$ cat config.mk
export PLATFORM = sky130hd
export DESIGN_NAME = tol_top
export DESIGN_NICKNAME = d
export VERILOG_FILES = /design/src/rtl/tol_pkg.sv /design/src/rtl/tol_on_counter.sv /design/src/rtl/tol_top.sv
export SDC_FILE = /design/constraint.sdc
export NUM_CORES = 1
export LEC_CHECK = 0
export BUFFER_PORTS_ARGS = -buffer_cell sky130_fd_sc_hd__buf_2
export CORE_ASPECT_RATIO = 0.6
export CORE_UTILIZATION = 44
export CTS_BUF_LIST = sky130_fd_sc_hd__clkbuf_2
export CTS_CLUSTER_DIAMETER = 200
export DETAILED_ROUTE_END_ITERATION = 7
export SYNTH_ARGS = -nofsm -noshare
export SYNTH_HDL_FRONTEND = slang
export SYNTH_SLANG_ARGS = --single-unit
$ cat constraint.sdc
create_clock -name mclk_i -period 13.6 [get_ports mclk_i]
set_input_delay 2.72 -clock mclk_i [delete_from_list [all_inputs] [get_ports mclk_i]]
set_output_delay 2.72 -clock mclk_i [all_outputs]
set_load 0.05 [all_outputs]
$ cat src/rtl/tol_pkg.sv
// package with constants and types of the tachometer output logic
package tol_pkg;
	localparam int CLK_PERIOD_PS = 5000;
	localparam int US_PS = 1000000;
	localparam int US_CYCLES = (US_PS + CLK_PERIOD_PS - 1) / CLK_PERIOD_PS;
	localparam int MS_US = 1000;
	localparam int VAL_W = 20;
	localparam logic [9:0] GATE_1S_MS = 10'h3E8;
	localparam logic [9:0] GATE_200_MS = 10'h0C8;
	localparam logic [9:0] GATE_CONT_MS = 10'h00A;
	localparam logic [6:0] SCALE_1S = 7'h01;
	localparam logic [6:0] SCALE_200 = 7'h05;
	localparam logic [6:0] SCALE_CONT = 7'h64;
	localparam logic [4:0] PW_OFF_MIN_MS = 5'h14;
	localparam logic [19:0] VAL_MAX = 20'hF423F;
	localparam logic [19:0] UB_MIN = 20'h00001;
	localparam logic [19:0] PEAK_RST = 20'h00000;
	localparam logic [19:0] BOTTOM_RST = 20'hF423F;
	localparam logic [19:0] SV_RST = 20'h00000;
	localparam logic [13:0] ALARM_MAX = 14'h270F;
	localparam logic [13:0] KILO_SAT = 14'h3FFF;
	localparam logic [9:0] ON_DIV_M1 = 10'h3E7;
	typedef enum logic [1:0] {
		TOL_IV_1S = 2'h0,
		TOL_IV_200MS = 2'h1,
		TOL_IV_CONT = 2'h2
	} tol_interval_t;
	typedef enum logic [1:0] {
		TOL_DARK = 2'h0,
		TOL_RED = 2'h1,
		TOL_GREEN = 2'h2,
		TOL_ORANGE = 2'h3
	} tol_colour_t;
	typedef enum logic [3:0] {
		TOL_CS_RED = 4'h0,
		TOL_CS_GREEN = 4'h1,
		TOL_CS_ORANGE = 4'h2,
		TOL_CS_R_G = 4'h3,
		TOL_CS_G_R = 4'h4,
		TOL_CS_R_O = 4'h5,
		TOL_CS_O_R = 4'h6,
		TOL_CS_G_O = 4'h7,
		TOL_CS_O_G = 4'h8
	} tol_colour_sel_t;
	typedef struct packed {
		logic sourcing;
		logic pulse_width;
		logic unit_period;
		tol_interval_t interval;
		logic area_mode;
		logic hold_en;
		logic stage_alloc;
		tol_colour_sel_t colour_sel;
	} tol_cfg_t;
	typedef struct packed {
		logic wr;
		logic stage;
		logic [19:0] value;
	} tol_sv_wr_t;
	typedef struct packed {
		logic [13:0] kilo;
		logic [9:0] units;
	} tol_oncount_t;
endpackage

$ cat src/rtl/tol_on_counter.sv
// output on-count accumulator with kilo monitor and alarm
`timescale 1ns/1ps
module tol_on_counter
	import tol_pkg::*;
(
	input wire logic mclk_i,
	input wire logic sys_rst_i,
	input wire logic out_state_i,
	input wire logic load_i,
	input wire tol_pkg::tol_oncount_t restore_i,
	input wire logic [13:0] threshold_i,
	output tol_pkg::tol_oncount_t count_o,
	output logic alarm_o
);
	logic prev;
	tol_oncount_t cnt;
	wire rise = out_state_i & ~prev;
	wire unit_wrap = cnt.units == ON_DIV_M1;
	wire over = (cnt.kilo > threshold_i) || ((cnt.kilo == threshold_i) && (cnt.units != 10'h000));
	always_ff @(posedge mclk_i)
		if (sys_rst_i)
			prev <= 1'b0;
		else
			prev <= out_state_i;
	always_ff @(posedge mclk_i)
		if (sys_rst_i)
			cnt <= '0;
		else if (load_i)
			cnt <= restore_i;
		else if (rise && cnt.kilo != KILO_SAT)
		begin
			cnt.units <= unit_wrap ? 10'h000 : cnt.units + 10'h001;
			cnt.kilo <= unit_wrap ? cnt.kilo + 14'h0001 : cnt.kilo;
		end
	always_ff @(posedge mclk_i)
		if (sys_rst_i)
			alarm_o <= 1'b0;
		else
			alarm_o <= (threshold_i != 14'h0000) && over;
	assign count_o = cnt;
	AST_ALARM_OFF_AT_ZERO: assert property (@(posedge mclk_i) disable iff (sys_rst_i)
		threshold_i == 14'h0000 |=> !alarm_o)
		else $error("alarm raised with zero threshold");
	AST_ONE_PER_EDGE: assert property (@(posedge mclk_i) disable iff (sys_rst_i)
		rise && !load_i && cnt.kilo != KILO_SAT |=> cnt != $past(cnt))
		else $error("on count missed a rising output");
endmodule

$ cat src/rtl/tol_top.sv
// tachometer measurement, control outputs, colour and on-count logic
//
// Operation
// - startup interval inhibits measurement and outputs
// - one polarity setting for all inputs
// - fixed red, green or orange colour
// - red/green pairs switch on any output
// - orange pairs switch on any output
// - area mode uses output one only
// - bottom tracked from counting start, peak across starts
// - peak value survives power loss
// - hysteresis band stops output chatter
// - output turn-off delayed by set time
// - measurement runs during off delay
// - setpoint upper bound between 1 and 999999
// - allocation swaps transistor and second output
// - pulse cycle mode counts per second
// - pulse width mode times on phase
// - no pulse keeps last width value
// - display unit picks hertz or period
// - 1 s, 200 ms or continuous 10 ms interval
// - alarm threshold 0..9999 thousands, 0 off
// - count above threshold raises alarm
// - on-count monitor shows count/1000
`timescale 1ns/1ps
module tol_top
	import tol_pkg::*;
#(
	parameter int US_CYC = US_CYCLES
)
(
	input wire logic mclk_i,
	input wire logic sys_rst_i,
	input wire logic count_in_i,
	input wire tol_pkg::tol_cfg_t cfg_i,
	input wire logic cfg_change_i,
	input wire logic run_mode_i,
	input wire logic [15:0] startup_time_ms_i,
	input wire logic [19:0] hysteresis_i,
	input wire logic [15:0] off_delay_ms_i,
	input wire logic ub_wr_i,
	input wire logic [19:0] ub_value_i,
	input wire tol_pkg::tol_sv_wr_t sv_wr_i,
	input wire logic [13:0] alarm_thr_one_i,
	input wire logic [13:0] alarm_thr_two_i,
	input wire logic nv_load_i,
	input wire logic [19:0] nv_peak_i,
	input wire tol_pkg::tol_oncount_t nv_count_one_i,
	input wire tol_pkg::tol_oncount_t nv_count_two_i,
	output logic startup_done_o,
	output logic meas_stb_o,
	output logic [19:0] meas_value_o,
	output logic [19:0] peak_o,
	output logic [19:0] bottom_o,
	output logic [19:0] stage_one_setpoint_o,
	output logic [19:0] stage_two_setpoint_o,
	output logic [19:0] setpoint_upper_bound_o,
	output logic control_output_one_o,
	output logic control_output_two_o,
	output logic transistor_out_o,
	output logic second_out_o,
	output tol_pkg::tol_colour_t colour_o,
	output tol_pkg::tol_oncount_t on_count_one_o,
	output tol_pkg::tol_oncount_t on_count_two_o,
	output logic count_alarm_o
);
	import tol_pkg::*;

	typedef enum logic [1:0] {
		ST_INHIBIT = 2'b01,
		ST_RUN = 2'b10
	} tol_state_t;

	tol_state_t state;
	tol_state_t next_state;
	logic [15:0] start_ms;
	logic [7:0] us_cnt;
	logic [9:0] ms_cnt;
	logic in_q;
	logic in_prev;
	logic [9:0] gate_ms;
	logic [19:0] pulses;
	logic [19:0] per_us;
	logic per_arm;
	logic [19:0] wid_us;
	logic [4:0] off_ms;
	logic [19:0] sv [2];
	logic [1:0] cmp_on;
	logic [15:0] dly_ms [2];
	logic [1:0] out_st;
	logic alarm_one;
	logic alarm_two;
	logic cnt_start;
	logic [3:0] pair;

	wire running = state == ST_RUN;
	wire us_tick = us_cnt == 8'(US_CYC - 1);
	wire ms_tick = us_tick && ms_cnt == 10'(MS_US - 1);
	wire in_act = cfg_i.sourcing ? count_in_i : ~count_in_i;
	wire rise = in_q & ~in_prev;
	wire fall = ~in_q & in_prev;
	wire [9:0] gate_len = cfg_i.interval == TOL_IV_CONT ? GATE_CONT_MS :
		cfg_i.interval == TOL_IV_200MS ? GATE_200_MS : GATE_1S_MS;
	wire [6:0] scale = cfg_i.interval == TOL_IV_CONT ? SCALE_CONT :
		cfg_i.interval == TOL_IV_200MS ? SCALE_200 : SCALE_1S;
	wire gate_end = ms_tick && gate_ms == gate_len - 10'h001;
	wire [26:0] freq_raw = pulses * scale;
	wire [19:0] freq = freq_raw > {7'h00, VAL_MAX} ? VAL_MAX : freq_raw[19:0];
	wire hz_stb = running && !cfg_i.pulse_width && !cfg_i.unit_period && gate_end;
	wire per_stb = running && !cfg_i.pulse_width && cfg_i.unit_period && rise && per_arm;
	wire off_ok = off_ms >= PW_OFF_MIN_MS;
	wire pw_stb = running && cfg_i.pulse_width && fall && off_ok;
	wire new_stb = hz_stb | per_stb | pw_stb;
	wire [19:0] new_value = hz_stb ? freq : per_stb ? per_us : wid_us;
	wire [19:0] ub_clamped = ub_value_i < UB_MIN ? UB_MIN : ub_value_i > VAL_MAX ? VAL_MAX : ub_value_i;
	wire [19:0] sv_limit = run_mode_i ? setpoint_upper_bound_o : VAL_MAX;
	wire [19:0] sv_new = sv_wr_i.value > sv_limit ? sv_limit : sv_wr_i.value;
	wire any_on = cfg_i.area_mode ? out_st[0] : (out_st[0] | out_st[1]);
	wire [1:0] colour_off = pair[3:2];
	wire [1:0] colour_on = pair[1:0];
	wire [1:0] next_colour = any_on ? colour_on : colour_off;

	// colour pair for outputs off and on
	always_comb
	begin
		pair = {TOL_RED, TOL_RED};
		unique case (cfg_i.colour_sel)
			TOL_CS_RED: pair = {TOL_RED, TOL_RED};
			TOL_CS_GREEN: pair = {TOL_GREEN, TOL_GREEN};
			TOL_CS_ORANGE: pair = {TOL_ORANGE, TOL_ORANGE};
			TOL_CS_R_G: pair = {TOL_RED, TOL_GREEN};
			TOL_CS_G_R: pair = {TOL_GREEN, TOL_RED};
			TOL_CS_R_O: pair = {TOL_RED, TOL_ORANGE};
			TOL_CS_O_R: pair = {TOL_ORANGE, TOL_RED};
			TOL_CS_G_O: pair = {TOL_GREEN, TOL_ORANGE};
			TOL_CS_O_G: pair = {TOL_ORANGE, TOL_GREEN};
			default: pair = {TOL_RED, TOL_RED};
		endcase
	end

	// startup inhibit sequencing
	always_comb
	begin
		next_state = state;
		unique case (state)
			ST_INHIBIT: if (ms_tick && {1'b0, start_ms} + 17'h00001 >= {1'b0, startup_time_ms_i}) next_state = ST_RUN;
			ST_RUN: next_state = ST_RUN;
		endcase
		if (state == ST_INHIBIT && startup_time_ms_i == 16'h0000)
			next_state = ST_RUN;
	end

	always_ff @(posedge mclk_i)
		if (sys_rst_i)
			state <= ST_INHIBIT;
		else
			state <= next_state;

	always_ff @(posedge mclk_i)
		if (sys_rst_i)
			start_ms <= 16'h0000;
		else if (state == ST_INHIBIT && ms_tick && start_ms != 16'hFFFF)
			start_ms <= start_ms + 16'h0001;

	// microsecond and millisecond time base
	always_ff @(posedge mclk_i)
		if (sys_rst_i)
			us_cnt <= 8'h00;
		else
			us_cnt <= us_tick ? 8'h00 : us_cnt + 8'h01;

	always_ff @(posedge mclk_i)
		if (sys_rst_i)
			ms_cnt <= 10'h000;
		else if (us_tick)
			ms_cnt <= ms_cnt == 10'(MS_US - 1) ? 10'h000 : ms_cnt + 10'h001;

	always_ff @(posedge mclk_i)
		if (sys_rst_i)
		begin
			in_q <= 1'b0;
			in_prev <= 1'b0;
		end
		else
		begin
			in_q <= in_act;
			in_prev <= in_q;
		end

	// pulse cycle count over the gate
	always_ff @(posedge mclk_i)
		if (sys_rst_i || !running || cfg_change_i)
		begin
			gate_ms <= 10'h000;
			pulses <= 20'h00000;
		end
		else
		begin
			if (ms_tick)
				gate_ms <= gate_end ? 10'h000 : gate_ms + 10'h001;
			if (gate_end)
				pulses <= {19'h00000, rise};
			else if (rise && pulses != VAL_MAX)
				pulses <= pulses + 20'h00001;
		end

	// period between rising edges in microseconds
	always_ff @(posedge mclk_i)
		if (sys_rst_i || !running || cfg_change_i)
		begin
			per_us <= 20'h00000;
			per_arm <= 1'b0;
		end
		else if (rise)
		begin
			per_us <= 20'h00000;
			per_arm <= 1'b1;
		end
		else if (us_tick && per_us != VAL_MAX)
			per_us <= per_us + 20'h00001;

	// on-phase width and preceding off time
	always_ff @(posedge mclk_i)
		if (sys_rst_i || !running)
		begin
			wid_us <= 20'h00000;
			off_ms <= 5'h00;
		end
		else
		begin
			if (rise)
				wid_us <= 20'h00000;
			else if (in_q && us_tick && wid_us != VAL_MAX)
				wid_us <= wid_us + 20'h00001;
			if (fall)
				off_ms <= 5'h00;
			else if (!in_q && ms_tick && !off_ok)
				off_ms <= off_ms + 5'h01;
		end

	// displayed value, held between strobes
	always_ff @(posedge mclk_i)
		if (sys_rst_i)
		begin
			meas_value_o <= 20'h00000;
			meas_stb_o <= 1'b0;
		end
		else
		begin
			meas_stb_o <= new_stb;
			if (new_stb)
				meas_value_o <= new_value;
		end

	// peak and bottom hold
	always_ff @(posedge mclk_i)
		if (sys_rst_i)
			cnt_start <= 1'b1;
		else
			cnt_start <= cfg_change_i || (state == ST_INHIBIT && next_state == ST_RUN);

	always_ff @(posedge mclk_i)
		if (sys_rst_i)
		begin
			peak_o <= PEAK_RST;
			bottom_o <= BOTTOM_RST;
		end
		else if (nv_load_i)
			peak_o <= nv_peak_i;
		else if (cnt_start && !cfg_i.hold_en)
		begin
			peak_o <= PEAK_RST;
			bottom_o <= BOTTOM_RST;
		end
		else if (cnt_start)
			bottom_o <= BOTTOM_RST;
		else if (meas_stb_o && cfg_i.hold_en)
		begin
			if (meas_value_o > peak_o)
				peak_o <= meas_value_o;
			if (meas_value_o < bottom_o)
				bottom_o <= meas_value_o;
		end

	// setpoints and their upper bound
	always_ff @(posedge mclk_i)
		if (sys_rst_i)
			setpoint_upper_bound_o <= VAL_MAX;
		else if (ub_wr_i)
			setpoint_upper_bound_o <= ub_clamped;

	always_ff @(posedge mclk_i)
		if (sys_rst_i)
		begin
			sv[0] <= SV_RST;
			sv[1] <= SV_RST;
		end
		else if (sv_wr_i.wr)
			sv[sv_wr_i.stage] <= sv_new;

	// comparison with hysteresis and off delay per stage
	for (genvar i = 0; i < 2; i++)
	begin : g_stage
		wire hit = meas_value_o >= sv[i];
		wire [20:0] low_edge = {1'b0, meas_value_o} + {1'b0, hysteresis_i};
		wire below = low_edge < {1'b0, sv[i]};
		always_ff @(posedge mclk_i)
			if (sys_rst_i || !running)
				cmp_on[i] <= 1'b0;
			else if (hit)
				cmp_on[i] <= 1'b1;
			else if (below)
				cmp_on[i] <= 1'b0;
		always_ff @(posedge mclk_i)
			if (sys_rst_i || !running)
				dly_ms[i] <= 16'h0000;
			else if (cmp_on[i])
				dly_ms[i] <= off_delay_ms_i;
			else if (ms_tick && dly_ms[i] != 16'h0000)
				dly_ms[i] <= dly_ms[i] - 16'h0001;
		always_ff @(posedge mclk_i)
			if (sys_rst_i || !running)
				out_st[i] <= 1'b0;
			else
				out_st[i] <= cmp_on[i] || dly_ms[i] != 16'h0000;
	end

	// physical outputs, colour and status
	always_ff @(posedge mclk_i)
		if (sys_rst_i)
		begin
			transistor_out_o <= 1'b0;
			second_out_o <= 1'b0;
			colour_o <= TOL_RED;
			count_alarm_o <= 1'b0;
		end
		else
		begin
			transistor_out_o <= cfg_i.stage_alloc ? out_st[1] : out_st[0];
			second_out_o <= cfg_i.stage_alloc ? out_st[0] : out_st[1];
			colour_o <= tol_colour_t'(next_colour);
			count_alarm_o <= alarm_one | alarm_two;
		end

	tol_on_counter u_count_one (
		.mclk_i(mclk_i),
		.sys_rst_i(sys_rst_i),
		.out_state_i(out_st[0]),
		.load_i(nv_load_i),
		.restore_i(nv_count_one_i),
		.threshold_i(alarm_thr_one_i > ALARM_MAX ? ALARM_MAX : alarm_thr_one_i),
		.count_o(on_count_one_o),
		.alarm_o(alarm_one)
	);

	tol_on_counter u_count_two (
		.mclk_i(mclk_i),
		.sys_rst_i(sys_rst_i),
		.out_state_i(out_st[1]),
		.load_i(nv_load_i),
		.restore_i(nv_count_two_i),
		.threshold_i(alarm_thr_two_i > ALARM_MAX ? ALARM_MAX : alarm_thr_two_i),
		.count_o(on_count_two_o),
		.alarm_o(alarm_two)
	);

	assign startup_done_o = running;
	assign control_output_one_o = out_st[0];
	assign control_output_two_o = out_st[1];
	assign stage_one_setpoint_o = sv[0];
	assign stage_two_setpoint_o = sv[1];

	AST_INHIBIT_QUIET: assert property (@(posedge mclk_i) disable iff (sys_rst_i)
		state == ST_INHIBIT |=> ##1 !out_st[0] && !out_st[1] && !meas_stb_o)
		else $error("activity during startup inhibit");
	AST_HYST_HOLD: assert property (@(posedge mclk_i) disable iff (sys_rst_i)
		running && cmp_on[0] && !g_stage[0].below |=> cmp_on[0] || !running)
		else $error("output dropped inside hysteresis band");
	AST_OFF_DELAY: assert property (@(posedge mclk_i) disable iff (sys_rst_i)
		running && $fell(cmp_on[0]) && off_delay_ms_i != 16'h0000 |=> out_st[0] || !running)
		else $error("output ended before off delay");
	AST_BOUND_RANGE: assert property (@(posedge mclk_i) disable iff (sys_rst_i)
		setpoint_upper_bound_o >= UB_MIN && setpoint_upper_bound_o <= VAL_MAX)
		else $error("upper bound out of range");
	AST_SV_CLAMP: assert property (@(posedge mclk_i) disable iff (sys_rst_i)
		sv_wr_i.wr && run_mode_i && !ub_wr_i |=> sv[$past(sv_wr_i.stage)] <= setpoint_upper_bound_o)
		else $error("run-mode setpoint above bound");
	AST_ALLOC_SWAP: assert property (@(posedge mclk_i) disable iff (sys_rst_i)
		cfg_i.stage_alloc |=> transistor_out_o == $past(out_st[1]) && second_out_o == $past(out_st[0]))
		else $error("allocation swap wrong");
	AST_FIXED_COLOUR: assert property (@(posedge mclk_i) disable iff (sys_rst_i)
		cfg_i.colour_sel == TOL_CS_GREEN |=> colour_o == TOL_GREEN)
		else $error("fixed colour not kept");
	AST_AREA_COLOUR: assert property (@(posedge mclk_i) disable iff (sys_rst_i)
		cfg_i.area_mode && cfg_i.colour_sel == TOL_CS_R_G && !out_st[0] && out_st[1] |=> colour_o == TOL_RED)
		else $error("area mode colour uses output two");
	AST_PEAK_TRACK: assert property (@(posedge mclk_i) disable iff (sys_rst_i)
		meas_stb_o && cfg_i.hold_en && !cnt_start && !nv_load_i |=> peak_o >= $past(meas_value_o))
		else $error("peak below measured value");
	AST_WIDTH_HOLD: assert property (@(posedge mclk_i) disable iff (sys_rst_i)
		cfg_i.pulse_width && !new_stb |=> meas_value_o == $past(meas_value_o))
		else $error("width value changed without pulse");
endmodule

After elaboration in Yosys (flattened, before gate mapping) --
Memory sizes are Yosys's and may differ from the RTL's. Cells that the tools add are included.
Cells by class: add/sub/neg operators 17, $mul 1, $lt $le $gt $ge 16, eq/ne operators 19, multiplexer cells 74, bitwise operators 18, reductions and logical operators 73
Operators with widths (count):
- 20-bit two-way mux | 17
- 24-bit two-way mux | 4
- 16-bit two-way mux | 4
- 20-bit by 1-bit adder with 20-bit output, second input constant | 3
- 10-bit two-way mux | 6
- 20-bit != test, second input constant | 3
- 14-bit two-way mux | 4
- 21-bit by 20-bit less-than comparator with 1-bit output | 2
- 10-bit by 1-bit adder with 10-bit output, second input constant | 4
- 20-bit >= comparator | 2
- 20-bit > comparator | 2
- 1-bit two-way mux | 33
- 1-bit logical AND | 32
- 16-bit nonzero test | 2
- 16-bit by 1-bit subtractor with 16-bit output, second input constant | 2
- 10-bit == test, second input constant | 3
- 14-bit by 1-bit adder with 14-bit output, second input constant | 2
- 14-bit == test | 2
- 14-bit > comparator | 2
- 14-bit > comparator, second input constant | 2
- 14-bit != test, second input constant | 2
- 14-bit nonzero test | 2
- 27-bit by 20-bit > comparator with 1-bit output, second input constant | 1
- 20-bit by 7-bit multiplier with 27-bit output | 1
- other kinds (34) | 81
Storage, ports and cells: register bits after elaboration 257, bits in writable memories 72, memory bits (read-only) 64, bits of input ports 209, output and inout port bits 177, word-level logic and storage cells 256, memories 3
Memory list:
- (no name shown) | depth 16, bits a word 4, rd ports 1, clocked after Yosys merged registers in 0, write ports 0, line tol_top.sv:127 | unique case (cfg_i.colour_sel)
- sv | depth 2, bits a word 20, rd ports 2, clocked after Yosys merged registers in 0, write ports 2, line tol_top.sv:87 | logic [19:0] sv [2];
- dly_ms | depth 2, bits a word 16, rd ports 2, clocked after Yosys merged registers in 0, write ports 2, line tol_top.sv:89 | logic [15:0] dly_ms [2];

Depth between registers and ports, before layout --
Gate-level depths: netlist of the first run.
depth after elaboration 9, gate-level depth with buffers 25, mapped depth without buffers 21

Cells and area by module --
From an unflattened synthesis of the first run, not the netlist that was laid out.
Unflattened totals: cell total of the unflattened synthesis 2980, area total of the unflattened synthesis 24751.2 µm²
Modules (own cells, without submodules):
- tol_top | instances 1, cells an instance 2454, area each 20772.4 µm²
- tol_on_counter | instances 2, cells an instance 263, area each 1989.4 µm²

Worst setup path before layout of the first run --
Ideal clock, no wire load.
path type input to register, from in cfg_i[7] (netlist bit), to reg meas_value_o[17], library setup time 0.120 ns, arrival 7.869 ns, setup slack 5.611 ns, stages 23, path buffers 4, path through inv_1 -> ha_1 -> clkbuf_1 -> clkbuf_1 -> and2_1 -> ha_1 -> fa_1 -> ha_1 -> inv_1 -> fa_1 -> inv_1 -> ha_1 -> clkbuf_1 -> nand4_1 -> nor4b_1 -> o31ai_1 -> o211ai_1 -> a31oi_1 -> xor2_1 -> nand2_1 -> buf_1 -> or3b_1 -> a2bb2oi_1
Between the ends: longest elaborated chain between the ends 9
Ends and longest elaborated chain:
- from (decl) | line tol_top.sv:35 | input wire tol_pkg::tol_cfg_t cfg_i,
- parallel branches: the longest is 9 deep, another holds 20-bit by 7-bit multiplier with 27-bit output
- to (signal assigned) | line tol_top.sv:252 | meas_value_o <= new_value;
- to (decl) | line tol_top.sv:52 | output logic [19:0] meas_value_o,
Several ways; the timed one is not identified. A chain may end at the register's enable or synchronous reset.

Worst setup path in the final report of the first run --
from in cfg_i[7] (netlist bit), to reg meas_value_o[18]
The elaborated chain is that of the path after synthesis.

==> results of run 1 <==
layout by cell type (no fill, tap or decap), types with 19 or more instances in the layout:
cell,instances
xor2_1,91
o21ai_0,175
and3_1,42
xnor2_1,67
o21a_1,19
nand2_1,270
and2_1,34
a221oi_1,33
dfxtp_1,257
clkbuf_2,125
a21oi_1,158
edfxtp_1,72
mux2_2,19
nand2b_1,39
fa_1,30
ha_1,301
nand3_1,60
a21o_1,60
nor3_1,49
buf_2,383
nand4_1,64
a31oi_1,20
mux2i_1,49
or3_1,25
nor4_1,39
nor2b_1,57
a22oi_1,24
inv_1,221
a211oi_1,29
nor2_1,348
buf_4,30
where the power goes:
group / total, mW / switching, mW / internal [mW]
Combinational: 0.356 / 0.241 / 0.116
Sequential: 1.05 / 0.0281 / 1.02
Clock: 0.740 / 0.469 / 0.271
routing by layer:
layer | share of wire | wire length, um | global-route usage | vias to the layer above
li1 | - | - | - | 11300
met1 | 0.48 | 39500 | 0.414 | 11000
met2 | 0.41 | 33400 | 0.401 | 834
met3 | 0.084 | 6910 | 0.0749 | 144
met4 | 0.029 | 2420 | 0.110 | 8
met5 | 0.00073 | 60 | 0 | -
per-stage QoR:
| stage | total power [mW] | std cells | worst slack (ns) | hold slack (ns) | utilization |
|---|---|---|---|---|---|
| after floorplan | 1.30 | 2926 | 5.61 | 0.411 | - |
| after global placement | 1.42 | 3957 | 4.58 | 0.432 | 0.497 |
| after detailed placement | 1.42 | 3957 | 4.50 | 0.432 | 0.497 |
| after CTS | 2.17 | 4115 | 5.72 | 0.442 | 0.512 |
| after global routing | 2.26 | 4130 | 5.11 | 0.481 | 0.512 |
| final | 2.15 | 4133 | 5.51 | 0.432 | 0.512 |
cell type report:
class / instances / share of cell area
Clock buffer: 125 / 0.0225
Inverter: 222 / 0.0299
Multi-Input combinational cell: 2279 / 0.568
Tap cell: 714 / 0.0321
Timing Repair Buffer: 413 / 0.0769
Sequential cell: 329 / 0.262
Antenna cell: 18 / 0.00162
Clock inverter: 33 / 0.00652
worst paths after layout:
path / to / slack (ns) / cells after the start
max: meas_value_o[18]$_SDFFE_PP0P_ / 5.51 / 20
min reg2reg: count_alarm_o$_SDFF_PP0_ / 0.43 / 2
max reg2reg: meas_value_o[18]$_SDFFE_PP0P_ / 7.63 / 17
min: count_alarm_o$_SDFF_PP0_ / 0.43 / 2
flip-flops by register name, summed over array words and instances, names as in the netlist, 24 cells and up:
signal	cells
sv	40
u_count_one.count_o	24
u_count_two.count_o	24
dly_ms	32
kinds of logic after synthesis:
| group | Yosys count | share of synthesized area |
|---|---|---|
| simple gates | 1098 | 0.219 |
| compound gates | 624 | 0.166 |
| fa+ha+maj | 331 | 0.180 |
| flops | 329 | 0.301 |
| buf+inv | 318 | 0.0494 |
| xor+xnor | 158 | 0.0570 |
| mux | 68 | 0.0290 |
worst max-delay path: cells and delay by family:
family                   cells  cell delay [ns]
XOR/XNOR                     1             0.32
adder cells (fa/ha/maj)      6             2.72
AND/OR/NAND/NOR              3             1.32
buffers and inverters        4             0.22
AO/OA/AOI/OAI                6             1.72
==> run_results.csv, run 1 <==
group,metric,value,unit
worst_setup_path,r2r_start,"pulses[6]$_SDFFE_PP0P_",
grt,grt_pass1_vias,21500,
die,dieArea,56200,um2
die,ios,386,
sta,fin_skew,0.121,ns
placement,portBuffers,385,
worst_setup_path,critPathMaxStageDelay,0.82,ns
cts,cts_sinks,329,
synth,yosysTopAreaCell,"dfxtp_1",
cts,cts_buffers,87,
detailed_routing,via_per_inst,5.64,
power_and_ir_drop,irDropWorstVdd,44.1,uV
synth,ys_top_cells_by_count,"348 x nor2_1, 301 x ha_1, 270 x nand2_1",
detailed_routing,wl_per_cell,19.9,um
synth,ys_top_cells_by_area,"dfxtp_1 21%, ha_1 16%, edfxtp_1 8.9%, nor2_1 5.4%, nand2_1 4.2%",
worst_setup_path,cp_common_cell,"ha_1",
layout,multi_input_area,15800,um2
worst_setup_path,worst-path-max-fanout,32,
sta,slew_headroom,0.177,
detailed_routing,wl,82.3,mm
synth,synth.distinct_cells,78,
detailed_routing,vias,23300,
synth,synth_edf_count,72,
grt,antenna_found_initial,23,
worst_setup_path,crit_path_top_delay_cell,"ha_1",
detailed_routing,drtIter0Drc,1958,
grt,track_usage,0.286,
power_and_ir_drop,p_leak,13.2,nW
worst_setup_path,critPathLaunch,"cfg_i[7]",
die,coreArea,54300,um2
synth,synthArstFlopShare,0,
sta,max_freq,124,MHz
synth,yosysMostFrequentCell,"nor2_1",
synth,synth-main-ff-cell,"dfxtp_1",
worst_setup_path,crit_chain,"buf_2 > inv_1 > ha_1 > and2_1 > ha_1 > fa_1 > ha_1 > inv_1 > fa_1 > inv_1 > ha_1 > a21oi_1 > o211ai_1 > o31ai_1 > o211ai_1 > a31oi_1 > xor2_1 > nand2_1 > or3b_2 > a2bb2oi_1",
synth,yosysSeqAreaShare,0.301,
layout,syn2layout_area_growth,14.6,%
die,die_w,305,um
worst_setup_path,cp_data_arrival_time,9.06,ns
flow_run,max_cap_viol_count,0,
cts,cts_setup_buffers,0,
cts,clk_latency,1.16,ns
cts,htreeDepth,3,
layout,drive_gt1_frac,0.180,
cts,cts.repair.resized,0,
sta,slew_violations,0,
die,die_h,184,um
synth,ys_seq_elements,329,
synth,syn_avg_cell_area,8.30,um2
layout,final_cell_area,27800,um2
power_and_ir_drop,power_density,77.1,nW/um2
sta,max_slew.worst_pin.slew,1.23,ns
synth,yosysWarnings,0,
sta,post-route-min-period,8.09,ns
cts,ctsHoldBuffers,0,
grt,grt_start_max_net_pins,70,
layout,regArea,7310,um2
cts,clk_pin_slew,0.10,ns
cts,cts_root_buffer,"clkbuf_2",
detailed_routing,ant_nets,0,
grt,grt_overflow,0,
sta,min_period_over_period,0.595,
grt,grt_pass1_wl,125,mm
placement,placed_cell_area,27000,um2
detailed_routing,first_pass_iters,5,
worst_setup_path,endpoint_kind,"register",
layout,fillCellCount,5404,
placement,gp_congestion,0.989,
synth,synth.net_count,3466,
worst_setup_path,crit_path_start_kind,"input port",
hold_path,hp-start,"u_count_one.alarm_o$_SDFF_PP0_",
synth,netlist_instances,2926,
die,start_util,0.447,
layout,layout.nets,3872,
detailed_routing,drc,0,
worst_setup_path,required,14.57,ns
sta,setup_viol,0,
placement,hpwl,65.2,mm
worst_setup_path,critical_path_class,"in2reg",
sta,setup_tns,0,ns
cts,clockBufferDepth,3,
synth,synth_top_area_share,0.212,
sta,hold_violations,0,
run_status,outcome,"complete, no violations",
die,num_rows,66,
hold_path,hold_path.class,"reg2reg",
cts,cts_tree,"built",
synth,synthesis.area,24300,um2
sta,rsz0062_at_grt,"no",
No activity file was read; power rests on OpenSTA's default activity.
==> run 2, diff against run 1 <==
--- a/config.mk
+++ b/config.mk
@@ -5,12 +5,14 @@
 export SDC_FILE = /design/constraint.sdc
 export NUM_CORES = 1
 export LEC_CHECK = 0
+export ABC_AREA = 1
 export BUFFER_PORTS_ARGS = -buffer_cell sky130_fd_sc_hd__buf_2
 export CORE_ASPECT_RATIO = 0.6
 export CORE_UTILIZATION = 44
 export CTS_BUF_LIST = sky130_fd_sc_hd__clkbuf_2
 export CTS_CLUSTER_DIAMETER = 200
 export DETAILED_ROUTE_END_ITERATION = 7
+export PLACE_DENSITY = 0.67
 export SYNTH_ARGS = -nofsm -noshare
 export SYNTH_HDL_FRONTEND = slang
 export SYNTH_SLANG_ARGS = --single-unit
==> constraint.sdc (replaced) <==
create_clock -name mclk_i -period 6.6 [get_ports mclk_i]
set_input_delay 1.32 -clock mclk_i [delete_from_list [all_inputs] [get_ports mclk_i]]
set_output_delay 1.32 -clock mclk_i [all_outputs]
set_load 0.05 [all_outputs]
==> run 2 against run 1 <==
Compared with the run above:
- via count up 16%
- routed wire length up 6.6%
- core utilization about the same
- synthesized area up 7.8%
- critical endpoint is now meas_value_o[4]$_SDFFE_PP0P_
- largest cell class unchanged
==> run_results.csv, run 2 <==
group,metric,value,unit
worst_setup_path,critical_path_class,"in2reg",
sta,post-route-min-period,4.94,ns
synth,syn_avg_cell_area,6.85,um2
layout,drive_gt1_frac,0.137,
hold_path,hold_path.class,"in2reg",
die,die_w,317,um
layout,layout.nets,4765,
grt,antenna_found_initial,9,
placement,hpwl,69.5,mm
hold_path,hold_depth,2,
grt,grt_pass1_wl,135,mm
grt,grt_overflow,0,
cts,cts_tree,"built",
sta,slew_violations,0,
synth,synth_compound_area_frac,0.134,
synth,yosysTopAreaCell,"dfxtp_1",
detailed_routing,dr_wl_met2,33.1,mm
layout,largest_reg_flops,40,
synth,synth_edf_count,72,
synth,yosysWarnings,0,
worst_setup_path,required,7.66,ns
synth,yosys.area_share.simple,0.281,
sta,max_slew.worst_pin.slew,1.00,ns
synth,synth_top_family_by_area,"simple AND/OR/NAND/NOR gates",
synth,netlist_instances,3822,
worst_setup_path,cp-endpoint,"meas_value_o[4]$_SDFFE_PP0P_",
worst_setup_path,r2r_cells,20,
die,num_rows,68,
die,start_util,0.451,
detailed_routing,drtIter0Drc,2796,
synth,synth-main-ff-cell,"dfxtp_1",
die,ios,386,
placement,dpl.cell_count,4909,
synth,synthXorXnorAreaFrac,0.0405,
sta,hold_violations,0,
worst_setup_path,reg2reg_to,"meas_value_o[15]$_SDFFE_PP0P_",
worst_setup_path,r2r_slack,2.04,ns
cts,cts_setup_buffers,0,
cts,cts_root_buffer,"clkbuf_2",
synth,ys_top_cells_by_count,"881 x nand2_1, 581 x inv_1, 411 x nor2_1",
flow_run,max_cap_viol_count,0,
cts,cts_sinks,329,
power_and_ir_drop,irDropWorstVdd,127,uV
worst_setup_path,critPathLaunch,"cfg_i[7]",
layout,top_regs,"sv: 40 flops, dly_ms: 32 flops",
die,die_h,191,um
placement,placed_cell_area,28900,um2
detailed_routing,drc,0,
detailed_routing,dr_wl_met3,9.92,mm
sta,min_period_over_period,0.749,
power_and_ir_drop,p_leak,14.8,nW
run_status,outcome,"complete, no violations",
cts,cts.repair.resized,0,
layout,final_common_cell,"nand2_1",
detailed_routing,ant_nets,0,
worst_setup_path,r2r_start,"pulses[13]$_SDFFE_PP0P_",
synth,yosysSeqAreaShare,0.279,
detailed_routing,wl_per_cell,17.3,um
power_and_ir_drop,power_density,158,nW/um2
synth,yosysMostFrequentCell,"nand2_1",
cts,cts_buffers,84,
sta,fin_skew,0.114,ns
layout,final_cell_area,29800,um2
layout,layout_common_cells,"881 x nand2_1, 580 x inv_1, 411 x nor2_1",
synth,synth.net_count,4362,
worst_setup_path,crit_path_start_kind,"input port",
synth,synth_top_area_share,0.197,
layout,max_flop_register,"sv",
layout,fillCellCount,5948,
detailed_routing,via_per_inst,5.33,
synth,synth_adder_area_share,0.167,
synth,synthArstFlopShare,0,
cts,clk_latency,1.13,ns
detailed_routing,vias,27000,
placement,portBuffers,385,
worst_setup_path,endpoint_kind,"register",
sta,max_freq,202,MHz
die,coreArea,58100,um2
cts,clk_pin_slew,0.12,ns
grt,grt_start_max_net_pins,78,
sta,slew_headroom,0.328,
grt,track_usage,0.283,
cts,clockBufferDepth,3,
sta,setup_viol,0,
cts,ctsHoldBuffers,0,
synth,synth.distinct_cells,61,
detailed_routing,wl,87.7,mm
synth,ys_seq_elements,329,
die,dieArea,60500,um2
detailed_routing,first_pass_iters,5,
detailed_routing,routed.top_layer,"met4",
detailed_routing,wl_met1,42.8,mm
grt,grt_pass1_vias,24100,
worst_setup_path,cp_data_arrival_time,6.00,ns
synth,muxShareOfSynthArea,0,
sta,setup_tns,0,ns
synth,synthesis.area,26200,um2
layout,syn2layout_area_growth,13.7,%
layout,final_cells,5069,
sta,rsz0062_at_grt,"no",
worst_setup_path,worst-path-max-fanout,31,
synth,ys_top_cells_by_area,"dfxtp_1 20%, ha_1 14%, nand2_1 13%, inv_1 8.3%, edfxtp_1 8.3%",
cts,htreeDepth,3,
placement,gp_congestion,0.970,
## run 2: cell types whose count changed in the layout (fill, tap and decap cells not counted), moves of 59 or more
cell | before | now
inv_1 | 221 | 580
nand2_1 | 270 | 881
o21ai_0 | 175 | 251
nand3_1 | 60 | 160
a21oi_1 | 158 | 258
a21o_1 | 60 | 1
nor2_1 | 348 | 411
## run 2: how the worst min path moves through the flow
stage	from	endpoint	slack, ns
finish	cfg_i[4]	second_out_o$_SDFF_PP0_	0.43
global route	cfg_i[4]	second_out_o$_SDFF_PP0_	0.36
CTS	cfg_i[4]	second_out_o$_SDFF_PP0_	0.36
detailed placement	u_count_two.alarm_o$_SDFF_PP0_	count_alarm_o$_SDFF_PP0_	0.43
global placement	u_count_two.alarm_o$_SDFF_PP0_	count_alarm_o$_SDFF_PP0_	0.43
floorplan	u_count_one.alarm_o$_SDFF_PP0_	count_alarm_o$_SDFF_PP0_	0.41
## run 2: area by class of cell
class / instances / area [um2] / share of cell area
diodes: 9 / 22.5 / 0.000757
clock buffers: 116 / 581 / 0.0195
clock inverters: 35 / 303 / 0.0102
inverters: 589 / 2210 / 0.0743
multi-input cells: 2815 / 16300 / 0.547
flip-flops and latches: 329 / 7310 / 0.246
well taps: 770 / 963 / 0.0324
repair buffers: 406 / 2080 / 0.0700
## run 2: where the power goes
| part | total [mW] | internal [mW] | switching [mW] |
|---|---|---|---|
| clock network | 1.69 | 0.714 | 0.975 |
| registers | 2.18 | 2.12 | 0.0657 |
| logic | 0.844 | 0.241 | 0.603 |
| total | 4.72 | 3.07 | 1.64 |
## run 2: worst max-delay path, stage by stage
cell and delay (ns):
buf_2 0.09, inv_1 0.04, ha_1 0.15, buf_4 0.31, nand2_1 0.11, inv_1 0.08, ha_1 0.25, fa_1 0.48
ha_1 0.28, inv_1 0.05, fa_1 0.52, inv_1 0.04, ha_1 0.34, nand2_1 0.12, nor2_1 0.25, nand2_1 0.09
nand2_1 0.17, nand2_1 0.07, nand2_1 0.06, inv_1 0.04, or2_0 0.19, nand2_1 0.09, nand2_1 0.05, nor2_1 0.10
nand2_1 0.31, nand3_1 0.22, nand2_1 0.07, nand2_1 0.07
## run 2: logic make-up (layout without fill, tap and decap cells)
kind of cell | count (synthesis) | after routing
other | 0 | 9
AOI/OAI and AO/OA | 643 | 643
xor gates and xnor gates | 121 | 121
DFF | 329 | 329
buffers and inverters | 678 | 1146
adders and majority gates | 331 | 331
and+or+nand+nor | 1720 | 1720
## run 2: per-stage QoR
step	hold WS [ns]	worst slack [ns]	total power, mW	utilization
after floorplan	0.411	0.980	2.78	-
after global placement	0.428	0.616	3.05	0.497
after detailed placement	0.433	0.567	3.06	0.497
after CTS	0.357	1.80	4.73	0.512
after global routing	0.359	1.33	4.93	0.512
final	0.433	1.66	4.72	0.512
## run 2: layer usage
| layer | vias to the layer above | track usage |
|---|---|---|
| li1 | 13500 | - |
| met5 | - | 0 |
| met1 | 12300 | 0.440 |
| met4 | 0 | 0.0710 |
| met3 | 116 | 0.0818 |
| met2 | 1153 | 0.369 |
